===== src/verilog/scgsr_pkg.sv =====
// Constants of the system-control block: paged register map, field positions,
// reset values, calendar limits and timebase figures.
// Assumes a 10 MHz reference clock and 16-bit SPI frames, MSB first.
package scgsr_pkg;

   // Timebase
   localparam int CLK_FREQ_HZ = 10_000_000;
   localparam int TICK_PERIOD_S = 1;
   localparam int TICK_CYCLES = TICK_PERIOD_S * CLK_FREQ_HZ;

   // Serial frame
   localparam int FRAME_BITS = 16;
   localparam logic [4:0] FRAME_LAST = 5'h0F;
   localparam int WR_BIT = 15;
   // Idle levels of select, serial clock and data in, as {cs_n, sclk, din}
   localparam logic [2:0] SPI_IDLE = 3'h6;

   // Pages and word addresses
   localparam logic [7:0] PAGE_DATA = 8'h00;
   localparam logic [7:0] PAGE_USER = 8'h02;
   localparam logic [7:0] PAGE_CTRL = 8'h03;
   localparam logic [6:0] ADDR_PAGE = 7'h00;
   localparam logic [6:0] ADDR_FUNC = 7'h06;
   localparam logic [6:0] ADDR_PIN = 7'h08;
   localparam logic [6:0] ADDR_CONFIG = 7'h0A;
   localparam logic [6:0] ADDR_SLEEP = 7'h10;
   localparam logic [6:0] ADDR_SCRATCH1 = 7'h74;
   localparam logic [6:0] ADDR_SCRATCH2 = 7'h76;
   localparam logic [6:0] ADDR_SCRATCH3 = 7'h78;
   localparam logic [6:0] ADDR_SCRATCH4 = 7'h7A;
   localparam logic [6:0] ADDR_TIME_MS = 7'h78;
   localparam logic [6:0] ADDR_TIME_DH = 7'h7A;
   localparam logic [6:0] ADDR_TIME_YM = 7'h7C;

   // Reset values
   localparam logic [15:0] FUNC_RESET = 16'h000D;
   localparam logic [7:0] PAGE_RESET = 8'h00;

   // Pin function select fields
   localparam int FN_DR_EN = 3;
   localparam int FN_DR_SEL = 0;
   localparam int FN_SYNC_EN = 7;
   localparam int FN_SYNC_SEL = 4;
   localparam int FN_ALM_EN = 11;
   localparam int FN_ALM_SEL = 8;

   // Sleep control fields
   localparam int SLP_SLEEP_BIT = 8;
   localparam int SLP_PDOWN_BIT = 9;

   // Calendar limits
   localparam logic [5:0] SEC_MAX = 6'h3B;
   localparam logic [5:0] MIN_MAX = 6'h3B;
   localparam logic [5:0] HOUR_MAX = 6'h17;
   localparam logic [4:0] DAY_MAX = 5'h1F;
   localparam logic [4:0] DAY_30 = 5'h1E;
   localparam logic [4:0] DAY_29 = 5'h1D;
   localparam logic [4:0] DAY_28 = 5'h1C;
   localparam logic [3:0] MON_MAX = 4'hC;
   localparam logic [3:0] MON_FEB = 4'h2;
   localparam logic [3:0] MON_APR = 4'h4;
   localparam logic [3:0] MON_JUN = 4'h6;
   localparam logic [3:0] MON_SEP = 4'h9;
   localparam logic [3:0] MON_NOV = 4'hB;
   localparam logic [6:0] YEAR_MAX = 7'h63;

   typedef enum logic [1:0] {
      ST_RUN = 2'b00,
      ST_ARM = 2'b01,
      ST_SLEEP = 2'b11,
      ST_PDOWN = 2'b10
   } scgsr_state_t;

endpackage


===== src/verilog/scgsr_spi_if.sv =====
// Frame carrier between the serial slave and the register bank.
// Assumes both ends run on the reference clock.
`timescale 1ns/100ps
interface scgsr_spi_if;
   logic frame_valid;
   logic [15:0] frame_word;
   logic cs_fall;
   logic cs_rise;
   logic [15:0] rd_data;

   modport slave (output frame_valid, output frame_word, output cs_fall,
                  output cs_rise, input rd_data);
   modport regs (input frame_valid, input frame_word, input cs_fall,
                 input cs_rise, output rd_data);
endinterface


===== src/verilog/scgsr_sync.sv =====
// Two-stage synchroniser for pin inputs.
// Assumes inputs are asynchronous to the reference clock.
`timescale 1ns/100ps
module scgsr_sync #(
   parameter int W = 1,
   parameter logic [W-1:0] RST_VAL = '0
) (
   input wire logic i_clk,         // Reference clock
   input wire logic i_rst_n,       // Async reset, active low
   input wire logic [W-1:0] i_d,   // Raw pin levels
   output logic [W-1:0] o_q        // Synchronised levels
);
   logic [W-1:0] meta_ff;

   always_ff @(posedge i_clk or negedge i_rst_n) begin
      if (!i_rst_n) begin
         // Starting at the pin's idle level avoids a false edge after reset
         meta_ff <= RST_VAL;
         o_q <= RST_VAL;
      end else begin
         meta_ff <= i_d;
         o_q <= meta_ff;
      end
   end
endmodule


===== src/verilog/scgsr_spi_slave.sv =====
// Oversampled SPI slave, mode 3, 16-bit frames, MSB first.
// Assumes synchronised chip select, clock and data, and SCLK well below 5 MHz.
`timescale 1ns/100ps
module scgsr_spi_slave (
   input wire logic i_clk,         // Reference clock
   input wire logic i_rst_n,       // Async reset, active low
   input wire logic i_cs_n,        // Synchronised chip select, active low
   input wire logic i_sclk,        // Synchronised serial clock
   input wire logic i_din,         // Synchronised serial data in
   output logic o_dout,            // Serial data out
   scgsr_spi_if.slave bus          // Frame carrier
);
   logic sclk_q_ff;
   logic cs_q_ff;
   logic [4:0] cnt_ff;
   logic [15:0] in_sh_ff;
   logic [15:0] out_sh_ff;

   wire sclk_rise = i_sclk & ~sclk_q_ff & ~i_cs_n;
   wire sclk_fall = ~i_sclk & sclk_q_ff & ~i_cs_n;
   wire cs_fall = cs_q_ff & ~i_cs_n;
   wire cs_rise = ~cs_q_ff & i_cs_n;
   wire last_bit = sclk_rise & (cnt_ff == scgsr_pkg::FRAME_LAST);

   always_ff @(posedge i_clk or negedge i_rst_n) begin
      if (!i_rst_n) begin
         sclk_q_ff <= 1'b1;
         cs_q_ff <= 1'b1;
         cnt_ff <= '0;
         in_sh_ff <= '0;
         out_sh_ff <= '0;
         o_dout <= 1'b0;
         bus.frame_valid <= 1'b0;
         bus.frame_word <= '0;
         bus.cs_fall <= 1'b0;
         bus.cs_rise <= 1'b0;
      end else begin
         sclk_q_ff <= i_sclk;
         cs_q_ff <= i_cs_n;
         bus.cs_fall <= cs_fall;
         bus.cs_rise <= cs_rise;
         bus.frame_valid <= last_bit;
         if (cs_fall) begin
            cnt_ff <= '0;
            out_sh_ff <= bus.rd_data;
            o_dout <= bus.rd_data[scgsr_pkg::FRAME_BITS-1];
         end else begin
            if (sclk_rise) begin
               in_sh_ff <= {in_sh_ff[14:0], i_din};
               cnt_ff <= last_bit ? '0 : cnt_ff + 5'h01;
            end
            // The first falling edge precedes any sample, so MSB is held through it
            if (sclk_fall && cnt_ff != '0) begin
               out_sh_ff <= {out_sh_ff[14:0], 1'b0};
               o_dout <= out_sh_ff[14];
            end
         end
         if (last_bit) begin
            bus.frame_word <= {in_sh_ff[14:0], i_din};
         end
      end
   end
endmodule


===== src/verilog/scgsr_top.sv =====
// System-control register bank: pins, sleep control, scratch words and clock.
// Assumes a host SPI master using paged byte writes and next-frame reads.
`timescale 1ns/100ps
module scgsr_top #(
   parameter int P_TICK_CYCLES = scgsr_pkg::TICK_CYCLES
) (
   input wire logic i_ref_clk,          // 10 MHz reference clock
   input wire logic i_rst_n,            // Async reset, active low
   input wire logic i_spi_cs_n,         // Chip select pin, active low
   input wire logic i_spi_sclk,         // Serial clock pin
   input wire logic i_spi_din,          // Serial data in pin
   output logic o_spi_dout,             // Serial data out pin
   input wire logic [3:0] i_gpio_in,    // General pin levels, pin one at bit 0
   output logic [3:0] o_gpio_out,       // General pin drive levels
   output logic [3:0] o_gpio_oe,        // General pin drive enables
   output logic o_sleep,                // Sleep mode active
   output logic o_power_down            // Power-down mode active
);
   scgsr_spi_if spi ();

   logic [2:0] spi_sync;
   logic [3:0] pin_sync;

   // Idle reset value keeps edge detectors quiet when reset is released
   scgsr_sync #(.W(3), .RST_VAL(scgsr_pkg::SPI_IDLE)) u_spi_sync (
      .i_clk(i_ref_clk),
      .i_rst_n(i_rst_n),
      .i_d({i_spi_cs_n, i_spi_sclk, i_spi_din}),
      .o_q(spi_sync)
   );

   scgsr_sync #(.W(4)) u_pin_sync (
      .i_clk(i_ref_clk),
      .i_rst_n(i_rst_n),
      .i_d(i_gpio_in),
      .o_q(pin_sync)
   );

   scgsr_spi_slave u_spi (
      .i_clk(i_ref_clk),
      .i_rst_n(i_rst_n),
      .i_cs_n(spi_sync[2]),
      .i_sclk(spi_sync[1]),
      .i_din(spi_sync[0]),
      .o_dout(o_spi_dout),
      .bus(spi.slave)
   );

   function automatic logic [15:0] merge(input logic [15:0] old, input logic hi,
                                         input logic [7:0] d);
      merge = hi ? {d, old[7:0]} : {old[15:8], d};
   endfunction

   function automatic logic [3:0] pin_owner(input logic en, input logic [1:0] sel);
      pin_owner = en ? (4'h1 << sel) : 4'h0;
   endfunction

   function automatic logic [4:0] month_days(input logic [3:0] mon, input logic [6:0] yr);
      if (mon == scgsr_pkg::MON_FEB) begin
         month_days = (yr[1:0] == 2'b00) ? scgsr_pkg::DAY_29 : scgsr_pkg::DAY_28;
      end else if (mon == scgsr_pkg::MON_APR || mon == scgsr_pkg::MON_JUN ||
                   mon == scgsr_pkg::MON_SEP || mon == scgsr_pkg::MON_NOV) begin
         month_days = scgsr_pkg::DAY_30;
      end else begin
         month_days = scgsr_pkg::DAY_MAX;
      end
   endfunction

   // Registers
   logic [7:0] page_ff;
   logic [15:0] func_ff;
   logic [3:0] pin_dir_ff;
   logic [3:0] pin_lvl_ff;
   logic [7:0] slp_dur_ff;
   logic slp_req_ff;
   logic pd_req_ff;
   logic cal_mode_ff;
   logic [15:0] scratch_ff [4];
   logic [15:0] rd_ff;
   scgsr_pkg::scgsr_state_t state_ff;
   scgsr_pkg::scgsr_state_t nxt_state;
   logic [7:0] sleep_cnt_ff;
   logic [31:0] tick_cnt_ff;
   logic tick_ff;
   logic [5:0] sec_ff, min_ff, hour_ff;
   logic [4:0] day_ff;
   logic [3:0] mon_ff;
   logic [6:0] year_ff;
   logic [5:0] p_sec_ff, p_min_ff, p_hour_ff;
   logic [4:0] p_day_ff;
   logic [3:0] p_mon_ff;
   logic [6:0] p_year_ff;
   logic commit_ff;

   // Frame decode
   wire wr = spi.frame_valid & spi.frame_word[scgsr_pkg::WR_BIT];
   wire rd = spi.frame_valid & ~spi.frame_word[scgsr_pkg::WR_BIT];
   wire [6:0] fa = spi.frame_word[14:8];
   wire [7:0] wd = spi.frame_word[7:0];
   wire hi = fa[0];
   wire [6:0] wa = {fa[6:1], 1'b0};
   wire pg_ctrl = page_ff == scgsr_pkg::PAGE_CTRL;
   wire pg_user = page_ff == scgsr_pkg::PAGE_USER;
   wire pg_data = page_ff == scgsr_pkg::PAGE_DATA;
   wire we_page = wr & (wa == scgsr_pkg::ADDR_PAGE) & ~hi;
   wire we_func = wr & pg_ctrl & (wa == scgsr_pkg::ADDR_FUNC);
   wire we_pin = wr & pg_ctrl & (wa == scgsr_pkg::ADDR_PIN) & ~hi;
   wire we_cfg = wr & pg_ctrl & (wa == scgsr_pkg::ADDR_CONFIG) & ~hi;
   wire we_slp = wr & pg_ctrl & (wa == scgsr_pkg::ADDR_SLEEP);
   wire we_time = wr & pg_data & cal_mode_ff;
   wire we_ms = we_time & (wa == scgsr_pkg::ADDR_TIME_MS);
   wire we_dh = we_time & (wa == scgsr_pkg::ADDR_TIME_DH);
   wire we_ym = we_time & (wa == scgsr_pkg::ADDR_TIME_YM);
   wire [1:0] scr_idx = 2'(fa[2:1] - scgsr_pkg::ADDR_SCRATCH1[2:1]);
   wire scr_hit = (wa == scgsr_pkg::ADDR_SCRATCH1) | (wa == scgsr_pkg::ADDR_SCRATCH2) |
                  (wa == scgsr_pkg::ADDR_SCRATCH3) | (wa == scgsr_pkg::ADDR_SCRATCH4);
   wire we_scr = wr & pg_user & scr_hit;

   wire [3:0] dedicated =
      pin_owner(func_ff[scgsr_pkg::FN_DR_EN], func_ff[scgsr_pkg::FN_DR_SEL +: 2]) |
      pin_owner(func_ff[scgsr_pkg::FN_SYNC_EN], func_ff[scgsr_pkg::FN_SYNC_SEL +: 2]) |
      pin_owner(func_ff[scgsr_pkg::FN_ALM_EN], func_ff[scgsr_pkg::FN_ALM_SEL +: 2]);

   // Sleep sequencing
   wire leaving = (state_ff == scgsr_pkg::ST_SLEEP || state_ff == scgsr_pkg::ST_PDOWN) &&
                  nxt_state == scgsr_pkg::ST_RUN;
   wire wipe = leaving && state_ff == scgsr_pkg::ST_PDOWN;
   wire req_wr = we_slp & hi & (wd[0] | wd[1]);
   wire expire = tick_ff & (sleep_cnt_ff == 8'h01);

   always_comb begin
      nxt_state = state_ff;
      case (state_ff)
         scgsr_pkg::ST_RUN: begin
            if (req_wr) begin
               nxt_state = scgsr_pkg::ST_ARM;
            end
         end
         scgsr_pkg::ST_ARM: begin
            // entry waits for chip select high; sleep wins
            if (spi.cs_rise) begin
               nxt_state = slp_req_ff ? scgsr_pkg::ST_SLEEP : scgsr_pkg::ST_PDOWN;
            end
         end
         scgsr_pkg::ST_SLEEP, scgsr_pkg::ST_PDOWN: begin
            // wake on select fall; wake on countdown expiry
            if (spi.cs_fall || expire) begin
               nxt_state = scgsr_pkg::ST_RUN;
            end
         end
         default: begin
            nxt_state = scgsr_pkg::ST_RUN;
         end
      endcase
   end

   always_ff @(posedge i_ref_clk or negedge i_rst_n) begin
      if (!i_rst_n) begin
         state_ff <= scgsr_pkg::ST_RUN;
         sleep_cnt_ff <= '0;
         o_sleep <= 1'b0;
         o_power_down <= 1'b0;
      end else begin
         state_ff <= nxt_state;
         o_sleep <= nxt_state == scgsr_pkg::ST_SLEEP;
         o_power_down <= nxt_state == scgsr_pkg::ST_PDOWN;
         if (state_ff == scgsr_pkg::ST_ARM) begin
            sleep_cnt_ff <= slp_dur_ff;
         end else if (tick_ff && sleep_cnt_ff != '0) begin
            sleep_cnt_ff <= sleep_cnt_ff - 8'h01;
         end
      end
   end

   // volatile settings cleared at reset and after power-down only
   always_ff @(posedge i_ref_clk or negedge i_rst_n) begin
      if (!i_rst_n) begin
         page_ff <= scgsr_pkg::PAGE_RESET;
         func_ff <= scgsr_pkg::FUNC_RESET;
         pin_dir_ff <= '0;
         pin_lvl_ff <= '0;
         cal_mode_ff <= 1'b0;
      end else if (wipe) begin
         page_ff <= scgsr_pkg::PAGE_RESET;
         func_ff <= scgsr_pkg::FUNC_RESET;
         pin_dir_ff <= '0;
         pin_lvl_ff <= '0;
         cal_mode_ff <= 1'b0;
      end else begin
         if (we_page) begin
            page_ff <= wd;
         end
         if (we_func) begin
            func_ff <= merge(func_ff, hi, wd);
         end
         // direction low nibble, level high nibble
         if (we_pin) begin
            pin_dir_ff <= wd[3:0];
            pin_lvl_ff <= wd[7:4];
         end
         if (we_cfg) begin
            cal_mode_ff <= wd[0];
         end
      end
   end

   always_ff @(posedge i_ref_clk or negedge i_rst_n) begin
      if (!i_rst_n) begin
         slp_dur_ff <= '0;
         slp_req_ff <= 1'b0;
         pd_req_ff <= 1'b0;
      end else if (wipe) begin
         slp_dur_ff <= '0;
         slp_req_ff <= 1'b0;
         pd_req_ff <= 1'b0;
      end else if (we_slp && !hi) begin
         slp_dur_ff <= wd;
      end else if (we_slp) begin
         slp_req_ff <= wd[scgsr_pkg::SLP_SLEEP_BIT - 8];
         pd_req_ff <= wd[scgsr_pkg::SLP_PDOWN_BIT - 8];
      end else if (leaving) begin
         slp_req_ff <= 1'b0;
         pd_req_ff <= 1'b0;
      end
   end

   always_ff @(posedge i_ref_clk or negedge i_rst_n) begin
      if (!i_rst_n) begin
         scratch_ff <= '{default: '0};
      end else if (wipe) begin
         scratch_ff <= '{default: '0};
      end else if (we_scr) begin
         scratch_ff[scr_idx] <= merge(scratch_ff[scr_idx], hi, wd);
      end
   end

   // dedicated pins are released from general drive
   always_ff @(posedge i_ref_clk or negedge i_rst_n) begin
      if (!i_rst_n) begin
         o_gpio_oe <= '0;
         o_gpio_out <= '0;
      end else begin
         o_gpio_oe <= pin_dir_ff & ~dedicated;
         o_gpio_out <= pin_lvl_ff;
      end
   end

   always_ff @(posedge i_ref_clk or negedge i_rst_n) begin
      if (!i_rst_n) begin
         tick_cnt_ff <= '0;
         tick_ff <= 1'b0;
      end else begin
         tick_ff <= tick_cnt_ff == 32'(P_TICK_CYCLES - 1);
         tick_cnt_ff <= (tick_cnt_ff == 32'(P_TICK_CYCLES - 1)) ? '0 : tick_cnt_ff + 32'h1;
      end
   end

   // pending fields, armed by the year byte
   always_ff @(posedge i_ref_clk or negedge i_rst_n) begin
      if (!i_rst_n) begin
         {p_sec_ff, p_min_ff, p_hour_ff} <= '0;
         {p_day_ff, p_mon_ff, p_year_ff} <= '0;
         commit_ff <= 1'b0;
      end else begin
         if (we_ms && !hi) p_sec_ff <= wd[5:0];
         if (we_ms && hi) p_min_ff <= wd[5:0];
         if (we_dh && !hi) p_hour_ff <= wd[5:0];
         if (we_dh && hi) p_day_ff <= wd[4:0];
         if (we_ym && !hi) p_mon_ff <= wd[3:0];
         // Year write wins over the tick that consumes an earlier commit
         if (we_ym && hi) begin
            p_year_ff <= wd[6:0];
            commit_ff <= 1'b1;
         end else if (tick_ff) begin
            commit_ff <= 1'b0;
         end
      end
   end

   // carry chain; calendar days and months start at one
   wire [4:0] day_lo = {4'h0, cal_mode_ff};
   wire [3:0] mon_lo = {3'h0, cal_mode_ff};
   wire [4:0] day_hi = cal_mode_ff ? month_days(mon_ff, year_ff) : scgsr_pkg::DAY_MAX;
   wire c_sec = sec_ff == scgsr_pkg::SEC_MAX;
   wire c_min = c_sec && min_ff == scgsr_pkg::MIN_MAX;
   wire c_hour = c_min && hour_ff == scgsr_pkg::HOUR_MAX;
   wire c_day = c_hour && day_ff >= day_hi;
   wire c_mon = c_day && mon_ff >= scgsr_pkg::MON_MAX;

   // cleared at reset; commit lands on the next tick
   always_ff @(posedge i_ref_clk or negedge i_rst_n) begin
      if (!i_rst_n) begin
         {sec_ff, min_ff, hour_ff} <= '0;
         {day_ff, mon_ff, year_ff} <= '0;
      end else if (tick_ff && commit_ff) begin
         {sec_ff, min_ff, hour_ff} <= {p_sec_ff, p_min_ff, p_hour_ff};
         {day_ff, mon_ff, year_ff} <= {p_day_ff, p_mon_ff, p_year_ff};
      end else if (tick_ff) begin
         sec_ff <= c_sec ? '0 : sec_ff + 6'h01;
         if (c_sec) min_ff <= c_min ? '0 : min_ff + 6'h01;
         if (c_min) hour_ff <= c_hour ? '0 : hour_ff + 6'h01;
         if (c_hour) day_ff <= c_day ? day_lo : day_ff + 5'h01;
         if (c_day) mon_ff <= c_mon ? mon_lo : mon_ff + 4'h1;
         if (c_mon) year_ff <= (year_ff == scgsr_pkg::YEAR_MAX) ? '0 : year_ff + 7'h01;
      end
   end

   // level bits always show the synchronised pin levels
   wire [15:0] pin_word = {8'h00, pin_sync, pin_dir_ff};
   wire [15:0] slp_word = {6'h00, pd_req_ff, slp_req_ff, slp_dur_ff};
   wire [15:0] ms_word = {2'h0, min_ff, 2'h0, sec_ff};
   wire [15:0] dh_word = {3'h0, day_ff, 2'h0, hour_ff};
   wire [15:0] ym_word = {1'b0, year_ff, 4'h0, mon_ff};
   wire [15:0] rd_word =
      (wa == scgsr_pkg::ADDR_PAGE) ? {8'h00, page_ff} :
      (pg_ctrl && wa == scgsr_pkg::ADDR_FUNC) ? func_ff :
      (pg_ctrl && wa == scgsr_pkg::ADDR_PIN) ? pin_word :
      (pg_ctrl && wa == scgsr_pkg::ADDR_CONFIG) ? {15'h0000, cal_mode_ff} :
      (pg_ctrl && wa == scgsr_pkg::ADDR_SLEEP) ? slp_word :
      (pg_user && scr_hit) ? scratch_ff[scr_idx] :
      (pg_data && wa == scgsr_pkg::ADDR_TIME_MS) ? ms_word :
      (pg_data && wa == scgsr_pkg::ADDR_TIME_DH) ? dh_word :
      (pg_data && wa == scgsr_pkg::ADDR_TIME_YM) ? ym_word : 16'h0000;

   // Read answer is shifted out during the following frame
   always_ff @(posedge i_ref_clk or negedge i_rst_n) begin
      if (!i_rst_n) begin
         rd_ff <= '0;
      end else if (rd) begin
         rd_ff <= rd_word;
      end
   end

   assign spi.rd_data = rd_ff;
endmodule


===== config.mk =====
export PLATFORM = sky130hd
export DESIGN_NAME = scgsr_top
export DESIGN_NICKNAME = d
export VERILOG_FILES = /design/src/verilog/scgsr_pkg.sv /design/src/verilog/scgsr_spi_if.sv /design/src/verilog/scgsr_sync.sv /design/src/verilog/scgsr_spi_slave.sv /design/src/verilog/scgsr_top.sv
export SDC_FILE = /design/constraint.sdc
export NUM_CORES = 1
export LEC_CHECK = 0
export CAP_MARGIN = 20
export CELL_PAD_IN_SITES_DETAIL_PLACEMENT = 0
export CELL_PAD_IN_SITES_GLOBAL_PLACEMENT = 1
export CORE_MARGIN = 1
export CORE_UTILIZATION = 53
export CTS_BUF_LIST = sky130_fd_sc_hd__clkbuf_8
export DETAILED_ROUTE_END_ITERATION = 7
export DONT_BUFFER_PORTS = 1
export GPL_ROUTABILITY_DRIVEN = 0
export HOLD_SLACK_MARGIN = 0.02
export PLACE_DENSITY_LB_ADDON = 0.1
export SLEW_MARGIN = 40
export SYNTH_ARGS = -nofsm -noshare
export SYNTH_HDL_FRONTEND = slang
export SYNTH_HIERARCHICAL = 1
export SYNTH_SLANG_ARGS = --single-unit

===== constraint.sdc =====
create_clock -name i_ref_clk -period 3.1 [get_ports i_ref_clk]
set_input_delay 0.465 -clock i_ref_clk [delete_from_list [all_inputs] [get_ports i_ref_clk]]
set_output_delay 0.465 -clock i_ref_clk [all_outputs]
set_load 0.005 [all_outputs]

======== Word level (Yosys, flattened, before mapping) ========
Index checks and enable logic that the tools add are counted.
storage, ports and cells
  register bits after elaboration ......... 316
  bits of input ports ..................... 9
cells by class
  bitwise logic cells ..................... 44
  equal/unequal tests ..................... 30
  multiplexer cells ....................... 85
  $lt $le $gt $ge ......................... 4
  reduce and logical (&&, ||, !) cells .... 66
  add/subtract/negate cells ............... 10
  shift-type cells ........................ 3
operators by type and width
  kind                                              count
  two-way mux 16 bit                                13
  two-way mux 64 bit                                2
  two-way mux 15 bit                                5
  two-way mux 6 bit                                 11
  bitwise mux 64 bit                                1
  two-way mux 8 bit                                 6
  two-way mux 4 bit                                 11
  == test 6 bit (second input constant)             7
  two-way mux 5 bit                                 8
  nonzero test 2 bit                                17
  adder 32 x 1 -> 32 bit (second input constant)    1
  binary-select mux 16 bit (select 2 bit)           1
  demux 16 bit (select 2 bit)                       1
  == test 32 x 24 -> 1 bit (second input constant)  1
  two-way mux 32 bit                                1
  AND 1 bit                                         28
  two-way mux 7 bit                                 4
  logical AND 1 bit                                 25
  adder 6 x 1 -> 6 bit (second input constant)      3
  AND reduction 2 bit                               9
  == test 8 x 2 -> 1 bit (second input constant)    2
  two-way mux 1 bit                                 16
  == test 6 x 3 -> 1 bit (second input constant)    2
  left shift 1 x 2 -> 4 bit (first input constant)  3
  other kinds (38)                                  64

======== Longest topological paths before layout ========
  depth in word-level cells ............... 14
  mapped depth ............................ 14

======== Modules after synthesis ========
The synthesis kept the hierarchy.
modules (own cells, without submodules)
  module                    times used  cells each  area an instance (µm²)
  scgsr_top                 1           1247        12324.3
  scgsr_spi_slave           1           191         2381.0
  scgsr_sync at u_pin_sync  1           8           200.2
  scgsr_sync at u_spi_sync  1           6           155.1

======== Worst setup path after synthesis ========
No wires, ideal clock.
  path type ............................... flip-flop to flip-flop
  start ................................... register mon_ff[0]
  end ..................................... register year_ff[6]
  path buffers ............................ 2
  cell stages (with the launch flop) ...... 15
  clock period less this slack ............ 2.601 ns
  path slack .............................. 0.499 ns
  arrival ................................. 2.518 ns
  library setup time ...................... 0.083 ns
  cells stage by stage .................... dfrtp_1 inv_1 ha_1 a21oi_1 a21oi_1 o211ai_1 ha_1 nand2b_1 a21o_1 and4_1 clkbuf_1 a31oi_1 clkbuf_1 o21ai_0 o21ai_0
between the ends
  word-level cells in the longest chain between the ends .. 12
ends and longest elaborated chain
  element                                 RTL line          RTL
  from (decl)                             scgsr_top.sv:87   logic [3:0] mon_ff;
  from (signal assigned)                  scgsr_top.sv:297  {day_ff, mon_ff, year_ff} <= {p_day_ff, p_mon_ff, p_year_ff};
  from (signal assigned)                  scgsr_top.sv:303  if (c_day) mon_ff <= c_mon ? mon_lo : mon_ff + 4'h1;
  == test 4 x 3 -> 1 bit                  scgsr_top.sv:61   end else if (mon == scgsr_pkg::MON_APR || mon == scgsr_pkg::MON_JUN ||
  logical OR 1 bit (2 in a row)           scgsr_top.sv:61
  logical OR 1 bit                        scgsr_top.sv:62   mon == scgsr_pkg::MON_SEP || mon == scgsr_pkg::MON_NOV) begin
  two-way mux 1 bit                       scgsr_top.sv:61
  two-way mux 2 bit                       scgsr_top.sv:59   if (mon == scgsr_pkg::MON_FEB) begin
  two-way mux 5 bit                       scgsr_top.sv:283  wire [4:0] day_hi = cal_mode_ff ? month_days(mon_ff, year_ff) : scgsr_pkg::DAY_MAX;
  greater-or-equal comparator 5 bit       scgsr_top.sv:287  wire c_day = c_hour && day_ff >= day_hi;
  logical AND 1 bit                       scgsr_top.sv:287
  logical AND 1 bit *                     scgsr_top.sv:288  wire c_mon = c_day && mon_ff >= scgsr_pkg::MON_MAX;
  nonzero test 2 bit (no source line) *   n/a
  AND reduction 2 bit (no source line) *  n/a
  to (signal assigned)                    scgsr_top.sv:297
  to (signal assigned)                    scgsr_top.sv:304  if (c_mon) year_ff <= (year_ff == scgsr_pkg::YEAR_MAX) ? '0 : year_ff + 7'h01;
  to (decl)                               scgsr_top.sv:88   logic [6:0] year_ff;
Mark *: on every way between the ends. The rest lies on a longest branch, timed or not.
A chain may end at the register's enable or synchronous reset.

======== Worst setup path after layout ========
  start ................................... register mon_ff[0]
  end ..................................... register year_ff[4]
Same word-level chain as after synthesis.

==> out/results.ini <==
[die]
io-pin-count=20
coreArea_mm2=0.0279
initial_utilization=0.541
design.die.area_mm2=0.0291
die_width_um=171
dieHeight_um=171
rows=61

[yosys]
yosys-top-cells-area=dfrtp_1 (51%), nand2_1 (4.3%), mux2_2 (4.2%), nor2_1 (3.9%), a21oi_1 (3.7%)
netlist_instances=1452
ys_seq_elements=316
synthFlopType=dfrtp_1
synth_area_leader_cell=dfrtp_1
synth_top_family_by_area=simple AND/OR/NAND/NOR gates
yosys.area_share.simple=0.167
yosysWarningCount=6
synth-adder-area-share=0.0150
synth_mux_area_frac=0.102
seq_area_frac_synth=0.526
yosysUniqueCellTypes=74
synthesis.area_mm2=0.0151
synthesis.nets=1479
synth_compound_area_frac=0.141
synth-async-reset-ratio=1.00
synth_most_common_cell=dfrtp_1
avgSynthCellArea_um2=10.4
yosysTopAreaCellShare=0.510
synth_edf_count=0
netlist_top_cells_count=dfrtp_1 (307), nand2_1 (171), nor2_1 (156)
synth-xor-area-share=0.0209

[setup_path]
worstSetupPathType=flop to flop
cp_cell_sequence=inv_1 > ha_1 > a21oi_1 > a21oi_1 > o211ai_1 > ha_1 > nand2b_1 > a21o_1 > and4_1 > a31oi_1 > buf_4 > o31a_1 > o21ai_0
worstPathMaxFanout=11
crit_buf_inv=2
cpPeakStageDelay_ps=490
rrSetupSlack_ps=350
cp-start-kind=flop
reg2reg_depth=13
cp_slowest_cell=dfrtp_1
reg2reg_to=year_ff[4]
cp_top_family=compound AO/OA/AOI/OAI gates
end_kind=flop
r2r-start=mon_ff[0]
cp.required_ps=3550
critPathArrivalTime_ps=3200

[routing]
wl_met1_mm=18.6
dr_total_vias=11500
drt-wirelength-per-cell_um=20.9
first_pass_iters=6
drc=0
routed_wirelength_mm=39.6
met3_length_mm=2.26
vias_per_cell=6.05
postRouteAntennaNets=0
wl_met2_mm=17.8
drt_iter0_drc=1068
top_layer_used=met4

[sta]
setup_tns_ps=0
rsz0062_at_grt=no
tightest_slew_ps=982
finalCritPeriodShare=0.888
hold_ws_ps=-443
setup-violations-final=0
hold_viol_final=307
period_needed_ps=2750
skew_ps=32.8
slew_viol_final=0
fmax_mhz=363
slew_headroom=0.345

[cts]
cts-buffers-inserted=54
cts-htree-levels=2
cts_resized=0
ctsLongestPathBuffers=3
clk_pin_slew_ps=60
post_cts_buffers=0
cts_hold_buf=7
cts_num_sinks=316
cts_tree=done
insertion_delay_ps=600
root_buffer=clkbuf_8

[global_routing]
grt_overflow=0
grt_pass1_vias=11100
grt_max_degree=317
antenna_found_initial=0
grt_usage=0.281
grt_pass1_wl_mm=62.9

[final_layout]
seq_area_mm2=0.00792
multi_input_area_mm2=0.00674
nFillCells=2386
final_layout_size_suffix_gt1_frac=0.154
diodes=0
syn_to_final_growth_pct=11.0
nets=1501

[power_and_ir_drop]
p_per_area_mw_per_mm2=486
ir_worst_vdd_uv=295
p_leak_nw=7.30

[job]
drv_cap=0

[placed_design]
place_hpwl_mm=25.6
portBuffers=0

[outcome]
status=finished, violations left
violations=negative hold slack

[hold_path]
worstHoldPathType=input pin to async pin

-- layer usage --
metal  GRT usage  up-vias
met5           0        -
met4      0.0854        0
met3      0.0477       71
met2       0.421      334
met1       0.415     5791
li1            -     5276
-- how the worst max path moves through the flow --
stage | cells past startpoint | endpoint | slack (ps) | startpoint
6_report | 13 | year_ff[4] | 350 | mon_ff[0]
5_1_grt | 12 | year_ff[4] | 100 | mon_ff[0]
3_5_place_dp | 13 | year_ff[4] | 400 | mon_ff[0]
2_1_floorplan | 14 | year_ff[6] | 500 | mon_ff[0]
3_3_place_gp | 12 | year_ff[4] | 430 | mon_ff[0]
4_1_cts | 12 | year_ff[4] | 370 | mon_ff[0]
-- logic make-up (layout without fill, tap and decap cells) --
| group | Yosys count | in the layout |
|---|---|---|
| buffers and inverters | 103 | 168 |
| adder cells (fa/ha/maj) | 18 | 18 |
| flip-flops | 316 | 316 |
| AO/OA/AOI/OAI | 344 | 344 |
| AND/OR/NAND/NOR | 513 | 513 |
| multiplexers | 122 | 122 |
| XOR/XNOR | 36 | 36 |
-- metrics by stage --
stage | instance area [um^2] | worst slack, ps | total power [mW] | std cells | utilization
floorplan | 15100 | 499 | 4.37 | 1452 | -
global placement | 15500 | 435 | 4.40 | 1789 | 0.557
detailed placement | 15500 | 401 | 4.40 | 1789 | 0.557
CTS | 16700 | 370 | 8.21 | 1895 | 0.600
global route | 16700 | 103 | 8.40 | 1895 | 0.600
finish | 16700 | 347 | 8.13 | 1895 | 0.600
-- power breakdown --
group | switching [mW] | internal, mW
logic | 0.0478 | 0.0527
registers | 0.0450 | 4.20
clock network | 1.72 | 2.07
total | 1.81 | 6.32
-- placed cells by master, fill, tap and decap left out, types with 11 or more instances in the layout --
master,instances
dfrtp_1,303
o21ai_0,88
nand2_1,171
clkbuf_8,72
xnor2_1,24
a31oi_1,12
inv_1,46
nand3_1,34
a22oi_1,11
nor4_1,14
nor3_1,20
buf_4,36
and3_1,18
mux2_2,56
nor2_1,155
a211oi_1,67
a21oi_1,110
nor2b_1,14
mux4_2,16
mux2i_1,41
ha_1,18
xor2_1,12
-- sequential cells by signal, summed over array words and instances (netlist names), 8 cells and up --
register and count:
u_spi/bus.frame_word 16, u_spi/in_sh_ff 15, tick_cnt_ff 32, func_ff 16, scratch_ff 64, slp_dur_ff 8, rd_ff 16, sleep_cnt_ff 8
u_spi/out_sh_ff 15, page_ff 8
-- final cells by class --
type                       instances  share of cell area
clock buffer                      72              0.0593
sequential                       316               0.474
clock inverter                    27             0.00793
timing repair buffer              44              0.0216
multi-input combinational       1033               0.403
inverter                          25             0.00561
tap                              378              0.0283
(Power assumes the default switching activity.)
